==> src/core/wdtu_pkg.sv <==
// Package: register map, command keys, timing and carrier types of the watchdog timer unit
package wdtu_pkg;

  // ----------------------------------------------------------------
  // Register map
  // ----------------------------------------------------------------
  localparam int          ADDR_W      = 12;
  localparam logic [11:0] WDTC_IDX    = 12'h0FF;
  localparam logic [11:0] WDTC_ADDR   = WDTC_IDX << 2;   // Four times the index
  localparam logic [11:0] ISTAT_ADDR  = 12'h400;
  localparam logic [11:0] IMASK_ADDR  = 12'h404;

  // ----------------------------------------------------------------
  // Control register fields and keys
  // ----------------------------------------------------------------
  localparam int          CMD_BIT     = 7;
  localparam int          STAT_BIT    = 4;
  localparam int          INTV_W      = 3;
  localparam logic [2:0]  INTV_RST    = 3'h7;
  localparam logic [7:0]  KEY_ENABLE  = 8'hA5;
  localparam logic [7:0]  KEY_DIS1    = 8'hDE;
  localparam logic [7:0]  KEY_DIS2    = 8'hAD;
  localparam logic [7:0]  KEY_LOCK    = 8'hFF;

  // ----------------------------------------------------------------
  // Timing
  // ----------------------------------------------------------------
  localparam int          CNT_W       = 21;
  localparam int          INTV_SHIFT  = 6;          // Four to the third, as a power of two
  localparam logic [2:0]  DIS_WIN_CYC = 3'h4;

  // ----------------------------------------------------------------
  // Interrupt events and bus response codes
  // ----------------------------------------------------------------
  localparam int          EV_W        = 4;
  localparam int          EV_EXPIRE   = 0;
  localparam int          EV_DISABLE  = 1;
  localparam int          EV_LOCK     = 2;
  localparam int          EV_REJECT   = 3;

  localparam logic [1:0]  RESP_OKAY   = 2'h0;
  localparam logic [1:0]  RESP_SLVERR = 2'h2;

  // ----------------------------------------------------------------
  // Carriers
  // ----------------------------------------------------------------
  typedef struct packed {
    logic [11:0] addr;
    logic [31:0] data;
    logic [3:0]  strb;
  } wdtu_wr_t;

  typedef struct packed {
    logic [31:0] data;
    logic        ok;
  } wdtu_rd_t;

endpackage : wdtu_pkg

==> src/core/wdtu_axil.sv <==
// AXI4-Lite slave front end of the watchdog timer unit
module wdtu_axil (
  input  wire logic              clk,
  input  wire logic              rst,
  input  wire logic [11:0]       awaddr,
  input  wire logic              awvalid,
  output logic                   awready,
  input  wire logic [31:0]       wdata,
  input  wire logic [3:0]        wstrb,
  input  wire logic              wvalid,
  output logic                   wready,
  output logic [1:0]             bresp,
  output logic                   bvalid,
  input  wire logic              bready,
  input  wire logic [11:0]       araddr,
  input  wire logic              arvalid,
  output logic                   arready,
  output logic [31:0]            rdata,
  output logic [1:0]             rresp,
  output logic                   rvalid,
  input  wire logic              rready,
  output logic                   wr_en,
  output wdtu_pkg::wdtu_wr_t     wr,
  input  wire logic              wr_ok,
  output logic                   rd_en,
  output logic [11:0]            rd_addr,
  input  wire wdtu_pkg::wdtu_rd_t rd
);

  logic        aw_full;
  logic        w_full;
  logic [11:0] aw_addr;
  logic [31:0] w_data;
  logic [3:0]  w_strb;
  logic        aw_take;
  logic        w_take;
  logic        next_aw_full;
  logic        next_w_full;
  logic        next_bvalid;
  logic        next_rvalid;

  // ----------------------------------------------------------------
  // Write path: address and data taken in either order
  // ----------------------------------------------------------------
  assign aw_take      = awvalid && awready;
  assign w_take       = wvalid && wready;
  assign wr_en        = (aw_full || aw_take) && (w_full || w_take);
  assign wr.addr      = aw_full ? aw_addr : awaddr;
  assign wr.data      = w_full ? w_data : wdata;
  assign wr.strb      = w_full ? w_strb : wstrb;
  assign next_aw_full = (aw_full || aw_take) && !wr_en;
  assign next_w_full  = (w_full || w_take) && !wr_en;
  assign next_bvalid  = wr_en || (bvalid && !bready);

  always_ff @(posedge clk) begin
    if (rst) begin
      aw_full <= 1'b0;
      w_full  <= 1'b0;
      aw_addr <= 12'h000;
      w_data  <= 32'h0000_0000;
      w_strb  <= 4'h0;
    end else begin
      aw_full <= next_aw_full;
      w_full  <= next_w_full;
      if (aw_take) begin
        aw_addr <= awaddr;
      end
      if (w_take) begin
        w_data <= wdata;
        w_strb <= wstrb;
      end
    end
  end

  // Ready drops while a response waits, so one write at most is in flight
  always_ff @(posedge clk) begin
    if (rst) begin
      awready <= 1'b0;
      wready  <= 1'b0;
      bvalid  <= 1'b0;
      bresp   <= wdtu_pkg::RESP_OKAY;
    end else begin
      awready <= !next_aw_full && !next_bvalid;
      wready  <= !next_w_full && !next_bvalid;
      bvalid  <= next_bvalid;
      if (wr_en) begin
        bresp <= wr_ok ? wdtu_pkg::RESP_OKAY : wdtu_pkg::RESP_SLVERR;
      end
    end
  end

  // ----------------------------------------------------------------
  // Read path
  // ----------------------------------------------------------------
  assign rd_en       = arvalid && arready;
  assign rd_addr     = araddr;
  assign next_rvalid = rd_en || (rvalid && !rready);

  always_ff @(posedge clk) begin
    if (rst) begin
      arready <= 1'b0;
      rvalid  <= 1'b0;
      rdata   <= 32'h0000_0000;
      rresp   <= wdtu_pkg::RESP_OKAY;
    end else begin
      arready <= !next_rvalid;
      rvalid  <= next_rvalid;
      if (rd_en) begin
        rdata <= rd.data;
        rresp <= rd.ok ? wdtu_pkg::RESP_OKAY : wdtu_pkg::RESP_SLVERR;
      end
    end
  end

endmodule : wdtu_axil

==> src/core/wdtu_top.sv <==
// Watchdog timer unit: key-driven control register, timeout counter and interrupt status
//
// Our own choice: the AXI4-Lite slave port.

module wdtu_top (
  input  wire logic        REF_CLK,
  input  wire logic        SYS_RST,
  input  wire logic [11:0] AWADDR,
  input  wire logic        AWVALID,
  output logic             AWREADY,
  input  wire logic [31:0] WDATA,
  input  wire logic [3:0]  WSTRB,
  input  wire logic        WVALID,
  output logic             WREADY,
  output logic [1:0]       BRESP,
  output logic             BVALID,
  input  wire logic        BREADY,
  input  wire logic [11:0] ARADDR,
  input  wire logic        ARVALID,
  output logic             ARREADY,
  output logic [31:0]      RDATA,
  output logic [1:0]       RRESP,
  output logic             RVALID,
  input  wire logic        RREADY,
  output logic             RST_REQ,
  output logic             IRQ
);

  // ----------------------------------------------------------------
  // Bus front end
  // ----------------------------------------------------------------
  logic                wr_en;
  wdtu_pkg::wdtu_wr_t  wr;
  logic                wr_ok;
  logic                rd_en;
  logic [11:0]         rd_addr;
  wdtu_pkg::wdtu_rd_t  rd;

  wdtu_axil u_axil (
    .clk     (REF_CLK),
    .rst     (SYS_RST),
    .awaddr  (AWADDR),
    .awvalid (AWVALID),
    .awready (AWREADY),
    .wdata   (WDATA),
    .wstrb   (WSTRB),
    .wvalid  (WVALID),
    .wready  (WREADY),
    .bresp   (BRESP),
    .bvalid  (BVALID),
    .bready  (BREADY),
    .araddr  (ARADDR),
    .arvalid (ARVALID),
    .arready (ARREADY),
    .rdata   (RDATA),
    .rresp   (RRESP),
    .rvalid  (RVALID),
    .rready  (RREADY),
    .wr_en   (wr_en),
    .wr      (wr),
    .wr_ok   (wr_ok),
    .rd_en   (rd_en),
    .rd_addr (rd_addr),
    .rd      (rd)
  );

  // ----------------------------------------------------------------
  // Helpers
  // ----------------------------------------------------------------
  function automatic logic [20:0] limit_of(input logic [2:0] intv);
    logic [4:0] sh;
    sh = 5'(wdtu_pkg::INTV_SHIFT) + {1'b0, intv, 1'b0};
    return 21'h00_0001 << sh;
  endfunction : limit_of

  function automatic logic is_reg(input logic [11:0] a);
    return (a == wdtu_pkg::WDTC_ADDR) || (a == wdtu_pkg::ISTAT_ADDR) ||
           (a == wdtu_pkg::IMASK_ADDR);
  endfunction : is_reg

  // ----------------------------------------------------------------
  // State
  // ----------------------------------------------------------------
  logic                       enabled;
  logic                       locked;
  logic [2:0]                 interval;
  logic [20:0]                cnt;
  logic                       de_pend;
  logic [2:0]                 de_age;
  logic [wdtu_pkg::EV_W-1:0]  ev_stat;
  logic [wdtu_pkg::EV_W-1:0]  ev_mask;
  logic [wdtu_pkg::EV_W-1:0]  ev_set;
  logic [wdtu_pkg::EV_W-1:0]  next_ev_stat;

  logic       ctl_wr;
  logic [7:0] cbyte;
  logic       is_cmd;
  logic       k_en;
  logic       k_dis1;
  logic       k_dis2;
  logic       k_lock;
  logic       k_other;
  logic       do_disable;
  logic       expire;

  // Only byte lane 0 carries the control byte; a write without it is ignored
  assign ctl_wr  = wr_en && (wr.addr == wdtu_pkg::WDTC_ADDR) && wr.strb[0];
  assign cbyte   = wr.data[7:0];
  assign is_cmd  = cbyte[wdtu_pkg::CMD_BIT];
  assign k_en    = ctl_wr && (cbyte == wdtu_pkg::KEY_ENABLE);
  assign k_dis1  = ctl_wr && (cbyte == wdtu_pkg::KEY_DIS1);
  assign k_dis2  = ctl_wr && (cbyte == wdtu_pkg::KEY_DIS2);
  assign k_lock  = ctl_wr && (cbyte == wdtu_pkg::KEY_LOCK);
  assign k_other = ctl_wr && is_cmd && !k_en && !k_dis1 && !k_dis2 && !k_lock;
  assign do_disable = k_dis2 && de_pend && !locked;
  assign expire     = enabled && (cnt >= limit_of(interval));
  assign wr_ok      = is_reg(wr.addr);

  // ----------------------------------------------------------------
  // Enable and lockout
  // ----------------------------------------------------------------
  always_ff @(posedge REF_CLK) begin
    if (SYS_RST) begin
      enabled <= 1'b1;
    end else if (k_en) begin
      enabled <= 1'b1;
    end else if (do_disable) begin
      enabled <= 1'b0;
    end
  end

  // The lock key sets this flag and the lock event, and drops a half-done disable sequence
  always_ff @(posedge REF_CLK) begin
    if (SYS_RST) begin
      locked <= 1'b0;
    end else if (k_lock) begin
      locked <= 1'b1;
    end
  end

  // ----------------------------------------------------------------
  // Disable sequence window
  // ----------------------------------------------------------------
  // Any other command write (bit 7 set) drops a half-done sequence, so a stray key cannot
  // pair with a later second key; an interval write leaves it pending
  always_ff @(posedge REF_CLK) begin
    if (SYS_RST) begin
      de_pend <= 1'b0;
      de_age  <= 3'h0;
    end else if (k_dis1) begin
      de_pend <= 1'b1;
      de_age  <= 3'h1;
    end else if (k_dis2 || k_other || k_en || k_lock) begin
      de_pend <= 1'b0;
      de_age  <= 3'h0;
    end else if (de_pend) begin
      if (de_age >= wdtu_pkg::DIS_WIN_CYC) begin
        de_pend <= 1'b0;
        de_age  <= 3'h0;
      end else begin
        de_age <= de_age + 3'h1;
      end
    end
  end

  // ----------------------------------------------------------------
  // Interval field
  // ----------------------------------------------------------------
  always_ff @(posedge REF_CLK) begin
    if (SYS_RST) begin
      interval <= wdtu_pkg::INTV_RST;
    end else if (ctl_wr && !is_cmd) begin
      interval <= cbyte[2:0];
    end
  end

  // ----------------------------------------------------------------
  // Timeout counter
  // ----------------------------------------------------------------
  // Expiry restarts the count as well, so the unit stays sane even when the
  // reset request is not looped back to SYS_RST
  always_ff @(posedge REF_CLK) begin
    if (SYS_RST) begin
      cnt <= 21'h00_0000;
    end else if (!enabled || k_en || expire) begin
      cnt <= 21'h00_0000;
    end else begin
      cnt <= cnt + 21'h00_0001;
    end
  end

  always_ff @(posedge REF_CLK) begin
    if (SYS_RST) begin
      RST_REQ <= 1'b0;
    end else begin
      RST_REQ <= expire;
    end
  end

  // ----------------------------------------------------------------
  // Interrupt status and mask
  // ----------------------------------------------------------------
  always_comb begin
    ev_set                        = '0;
    ev_set[wdtu_pkg::EV_EXPIRE]   = expire;
    ev_set[wdtu_pkg::EV_DISABLE]  = do_disable;
    ev_set[wdtu_pkg::EV_LOCK]     = k_lock;
    ev_set[wdtu_pkg::EV_REJECT]   = k_dis2 && !do_disable;
    next_ev_stat = ev_stat;
    if (rd_en && (rd_addr == wdtu_pkg::ISTAT_ADDR)) begin
      next_ev_stat = '0;
    end
    // A set in the clearing cycle survives
    next_ev_stat = next_ev_stat | ev_set;
  end

  always_ff @(posedge REF_CLK) begin
    if (SYS_RST) begin
      ev_stat <= '0;
    end else begin
      ev_stat <= next_ev_stat;
    end
  end

  always_ff @(posedge REF_CLK) begin
    if (SYS_RST) begin
      ev_mask <= '0;
    end else if (wr_en && (wr.addr == wdtu_pkg::IMASK_ADDR) && wr.strb[0]) begin
      ev_mask <= wr.data[wdtu_pkg::EV_W-1:0];
    end
  end

  always_ff @(posedge REF_CLK) begin
    if (SYS_RST) begin
      IRQ <= 1'b0;
    end else begin
      IRQ <= |(next_ev_stat & ev_mask);
    end
  end

  // ----------------------------------------------------------------
  // Read mux
  // ----------------------------------------------------------------
  always_comb begin
    rd.data = 32'h0000_0000;
    rd.ok   = 1'b1;
    unique case (rd_addr)
      wdtu_pkg::WDTC_ADDR: begin
        rd.data[2:0]                = interval;
        rd.data[wdtu_pkg::STAT_BIT] = enabled;
      end
      wdtu_pkg::ISTAT_ADDR: begin
        rd.data[wdtu_pkg::EV_W-1:0] = ev_stat;
      end
      wdtu_pkg::IMASK_ADDR: begin
        rd.data[wdtu_pkg::EV_W-1:0] = ev_mask;
      end
      default: begin
        rd.ok = 1'b0;
      end
    endcase
  end
endmodule : wdtu_top

==> config.mk <==
export PLATFORM = sky130hd
export DESIGN_NAME = wdtu_top
export DESIGN_NICKNAME = d
export VERILOG_FILES = /design/src/core/wdtu_pkg.sv /design/src/core/wdtu_axil.sv /design/src/core/wdtu_top.sv
export SDC_FILE = /design/constraint.sdc
export NUM_CORES = 1
export LEC_CHECK = 0
export BUFFER_PORTS_ARGS = -buffer_cell sky130_fd_sc_hd__buf_2
export CAP_MARGIN = 0
export CORE_UTILIZATION = 55
export CTS_CLUSTER_DIAMETER = 60
export DETAILED_ROUTE_END_ITERATION = 12
export PLACE_DENSITY = 0.89
export SLEW_MARGIN = 20
export SYNTH_ARGS = -nofsm -noshare
export SYNTH_HDL_FRONTEND = slang
export SYNTH_SLANG_ARGS = --single-unit
==> constraint.sdc <==
create_clock -name REF_CLK -period 6.35 [get_ports REF_CLK]
set_clock_uncertainty 0.05 [all_clocks]
set_input_delay 1.27 -clock REF_CLK [delete_from_list [all_inputs] [get_ports REF_CLK]]
set_output_delay 1.27 -clock REF_CLK [all_outputs]
set_load 0.005 [all_outputs]
Word level (Yosys, flattened, before mapping)
Index checks and enable logic that the tools add are counted.
W data, S select, Z words.
- register bits after elaboration: 77
- bits of input ports: 67
- output and inout port bits: 43
- $add $sub $neg: 3
- $lt $le $gt $ge: 2
- eq/ne operators: 10
- shift-type cells: 1
- multiplexer cells: 18
- bitwise logic cells: 2
- reductions and logical operators: 61
- operator list (kind ; count):
    $eq A12 B11 Y1 const B ; 4
    $eq A8 B8 Y1 const B ; 4
    $logic_and A1 B1 Y1 ; 29
    $eq A12 B10 Y1 const B ; 2
    $add A21 B1 Y21 const B ; 1
    $ge A21 B21 Y1 ; 1
    $shl A1 B5 Y21 const A ; 1
    $logic_not A1 Y1 ; 15
    $mux W12 ; 1
    $logic_or A1 B1 Y1 ; 11
    $mux W1 ; 10
    $pmux W3 S3 ; 1
    $mux W8 ; 1
    $reduce_or A3 Y1 ; 2
    $add A3 B4 Y5 const A ; 1
    $and A4 B4 Y4 ; 1
    $mux W2 ; 2
    $mux W4 ; 1
    $or A4 B4 Y4 ; 1
    $reduce_or A2 Y1 ; 2
    $reduce_or A4 Y1 ; 1
    $add A3 B1 Y3 const B ; 1
    $ge A3 B3 Y1 const B ; 1
    $mux W3 ; 1
    other kinds (2) ; 2

Depth between registers and ports, before layout
- word-level depth: 16
- gate-level depth with buffers: 10
- mapped depth without buffers: 8

Hierarchy
From an unflattened synthesis, not the netlist that was laid out.
- cell total of the unflattened synthesis: 717
- area total of the unflattened synthesis: 6349.8 µm²
- modules (own cells, without submodules) (module ; instances ; cells an instance ; area each (µm²)):
    wdtu_axil ; 1 ; 448 ; 3950.0
    wdtu_top ; 1 ; 269 ; 2399.8

Worst setup path after synthesis
No wires, ideal clock.
- kind: input to register
- start: input ARADDR[4]
- end: register ev_stat[2] in the netlist's numbering
- data arrival time: 2.808 ns
- required time: 6.183 ns
- setup slack: 3.376 ns
- cell stages on the path: 5
- buffers on the path: 1
- cells stage by stage: or4_1 -> or3_1 -> buf_2 -> o31a_1 -> a22o_1
- word-level cells in the longest chain between the ends: 4
- RTL lines (element ; RTL line ; text):
    start: declaration ; wdtu_top.sv:18 ; input wire logic [11:0] ARADDR,
    $eq A12 B11 Y1 ; wdtu_top.sv:210 ; if (rd_en && (rd_addr == wdtu_pkg::ISTAT_ADDR)) begin
    $logic_and A1 B1 Y1 ; wdtu_top.sv:210 ;
    $mux W4 ; wdtu_top.sv:210 ;
    $or A4 B4 Y4 ; wdtu_top.sv:214 ; next_ev_stat = next_ev_stat | ev_set;
    end signal: assignment ; wdtu_top.sv:221 ; ev_stat <= next_ev_stat;
    end: declaration ; wdtu_top.sv:90 ; logic [wdtu_pkg::EV_W-1:0] ev_stat;
Every way passes these cells.
A chain may end at the register's enable or synchronous reset.

Worst setup path after layout
- start: register interval[2]
- end: register cnt[3]
- word-level cells in the longest chain between the ends: 6
- RTL lines (element ; RTL line ; text):
    start: declaration ; wdtu_top.sv:86 ; logic [2:0] interval;
    start signal: assignment ; wdtu_top.sv:171 ; interval <= wdtu_pkg::INTV_RST;
    start signal: assignment ; wdtu_top.sv:173 ; interval <= cbyte[2:0];
    $add A3 B4 Y5 ; wdtu_top.sv:72 ; sh = 5'(wdtu_pkg::INTV_SHIFT) + {1'b0, intv, 1'b0};
    $shl A1 B5 Y21 ; wdtu_top.sv:73 ; return 21'h00_0001 << sh;
    $ge A21 B21 Y1 ; wdtu_top.sv:116 ; assign expire = enabled && (cnt >= limit_of(interval));
    $logic_and A1 B1 Y1 ; wdtu_top.sv:116 ;
    $logic_or A1 B1 Y1 ; wdtu_top.sv:185 ; end else if (!enabled || k_en || expire) begin
    $reduce_or A2 Y1 (no source line) ; - ;
    end signal: assignment ; wdtu_top.sv:188 ; cnt <= cnt + 21'h00_0001;
    end: declaration ; wdtu_top.sv:87 ; logic [20:0] cnt;
Every way passes these cells.

==> reports/metrics.yaml <==
status: "completed"
final_antenna_net_count: 0
slew_violations: 0
grt_pass1_wl_mm: 13.59
h-tree-depth: 3
routed-via-count: 3384
synth_top_area_cell: "dfxtp_1"
root_buffer: "clkbuf_8"
cts_made_buffers: 9
synthCells: 472
hold_viol: 0
period_share_pct: 50.20
die_w_um: 86.41
seq_area_um2: 1501
power.leakage_uw: 0.001687
path_delay_family: "simple AND/OR/NAND/NOR gates"
dpl.hpwl_mm: 5.982
worstPathRequired_ns: 6.50
max_slew_margin_pct: 40.74
drive_gt1_share_pct: 14.81
rsz0062_at_grt: "false"
detail_route.wl_per_cell_um: 13.32
cts-resized-gates: 0
rr_startpoint: "interval[2]"
die_h_um: 86.41
io_buffers: 53
cts_buffer_depth: 2
synth.avg_cell_area_um2: 8.302
start_util_pct: 57.36
synth_area_leaders: "dfxtp_1, nand2_1, buf_4, nor2_1, a21oi_1"
ys_ff_latch: 75
crit_arrival_ns: 3.34
via_per_inst: 5.494
synth_top_area_share_pct: 38.31
place_congestion: 0.8131
setup_viol: 0
max_freq_mhz: 313.7
final_cell_mix: "dfxtp_1, nand2_1, nor2_1"
r2r_slack_ns: 3.16
wirelength_mm: 8.208
ir_worst_vdd_mv: 0.1286
fin_crit_ns: 3.188
cp_num_buf_inv: 0
cap_violations: 0
die-area_um2: 7467
grt-ovfl-total: 0
start_kind: "flip-flop"
nNetsFinal: 594
ys_seq_area_share_pct: 38.31
crit_fanout: 21
path_class: "flip-flop to flip-flop"
cp_slowest_stage_delay_ns: 0.66
yosysUniqueCellTypes: 61
grt_max_degree: 49
worstSetupStartpoint: "interval[2]"
grtUsageTotal_pct: 22.88
hold_ws_ns: 0.3978
coreArea_um2: 6832
ctsHoldBuffers: 0
async_reset_ff_share_pct: 0
n_antenna_cell: 0
rows: 30
clock_latency_ns: 0.35
drc_errors: 0
drt_first_pass_iters: 4
num-fill-cells: 565
worstSetupEndpointType: "flip-flop"
cts_setup_buffers: 0
worst_pin_slew_ns: 0.8843
hp-class: "flip-flop to flip-flop"
worstPathCellList: "or3b_2 > ha_1 > or4bb_1 > nor4_1 > o31ai_1 > nand4b_1 > nor2_1"
synth_flop_cell: "dfxtp_1"
final_common_cell: "dfxtp_1"
power_density_nw_per_um2: 230.1
antenna_found_initial: 0
path_clk_slew_ns: 0.07
yosys_warnings: 0
slowest_stage: "nand4b_1"
synth_area_um2: 3919
pin_count: 110
synth_edf_count: 0
cts_tree: "yes"
initialDrtViolationCount: 143
tns_ns: 0
cts_sinks: 75
area_growth_pct: 10.73
multi_input_area_um2: 2176
min_from: "u_axil.bresp[1]"
first_global_vias: 3154
==> worst min-delay path, cell delays in order, from the launching register on <==
cell and delay, ns:
dfxtp_1 0.31, nand2_1 0.05, a21oi_1 0.05
==> cell usage after synthesis (6+ instances only) <==
cell       n
a211oi_1   6
nand3b_1   7
mux2i_1   12
a21oi_1   37
ha_1      12
inv_1     13
nor4_1     7
buf_4     29
xnor2_1   12
nor3_1    12
nand4_1    7
nor2_1    54
clkbuf_1  11
nand3_1   13
dfxtp_1   75
xor2_1     7
nand2_1   64
==> through the flow <==
step	util, %	area, um2	cells	setup slack, ns	total power [uW]
after floorplan	-	4024	500	3.376	573.1
after global placement	60.18	4111	600	2.986	587.9
after detailed placement	60.18	4111	600	2.900	591.6
after CTS	63.52	4339	616	3.135	1003
after global routing	63.52	4339	616	2.947	1036
final	63.52	4339	616	3.162	998.4
==> cells by family (layout without fill, tap and decap cells) <==
family | after synthesis | in the layout | synth area share, %
AND/OR/NAND/NOR | 213 | 213 | 27.87
AO/OA/AOI/OAI | 75 | 75 | 12.87
flip-flops | 75 | 75 | 38.31
buffers and inverters | 62 | 82 | 8.844
XOR/XNOR | 19 | 19 | 4.246
multiplexers | 15 | 15 | 3.927
adder cells (fa/ha/maj) | 12 | 12 | 3.831
other | 1 | 29 | 0.09569
==> worst paths after layout <==
kind | endpoint | cells past startpoint
worst min register to register | u_axil.bresp[1] | 2
worst max register to register | cnt[3] | 7
worst max-delay path | cnt[3] | 7
worst min-delay path | u_axil.bresp[1] | 2
==> area by class of cell <==
cell class	instances	area share (%)
well taps	96	2.768
clock inverters	4	1.672
repair buffers	53	6.113
clock buffers	12	3.576
inverters	13	1.125
flip-flops and latches	75	34.60
multi-input cells	363	50.14
==> where the power goes <==
group	total, uW	internal [uW]	switching, uW
sequential	497	484	13.3
clock	417	242	175
combinational	83.7	34.2	49.4
==> metal layers <==
metal / global-route usage [%] / part of all wire, %
met5: 0 / 0
met4: 10.30 / 2.3
met3: 4.571 / 5.2
met2: 38.02 / 48
met1: 28.73 / 45
==> flip-flops by register name (all words and copies together), names as in the netlist, 3 cells and up <==
name            flops
u_axil.w_data       8
interval            3
u_axil.aw_addr     12
de_age              3
ev_mask             4
u_axil.rdata        5
ev_stat             4
cnt                21
Note: power is estimated with default switching activity, not from simulation.
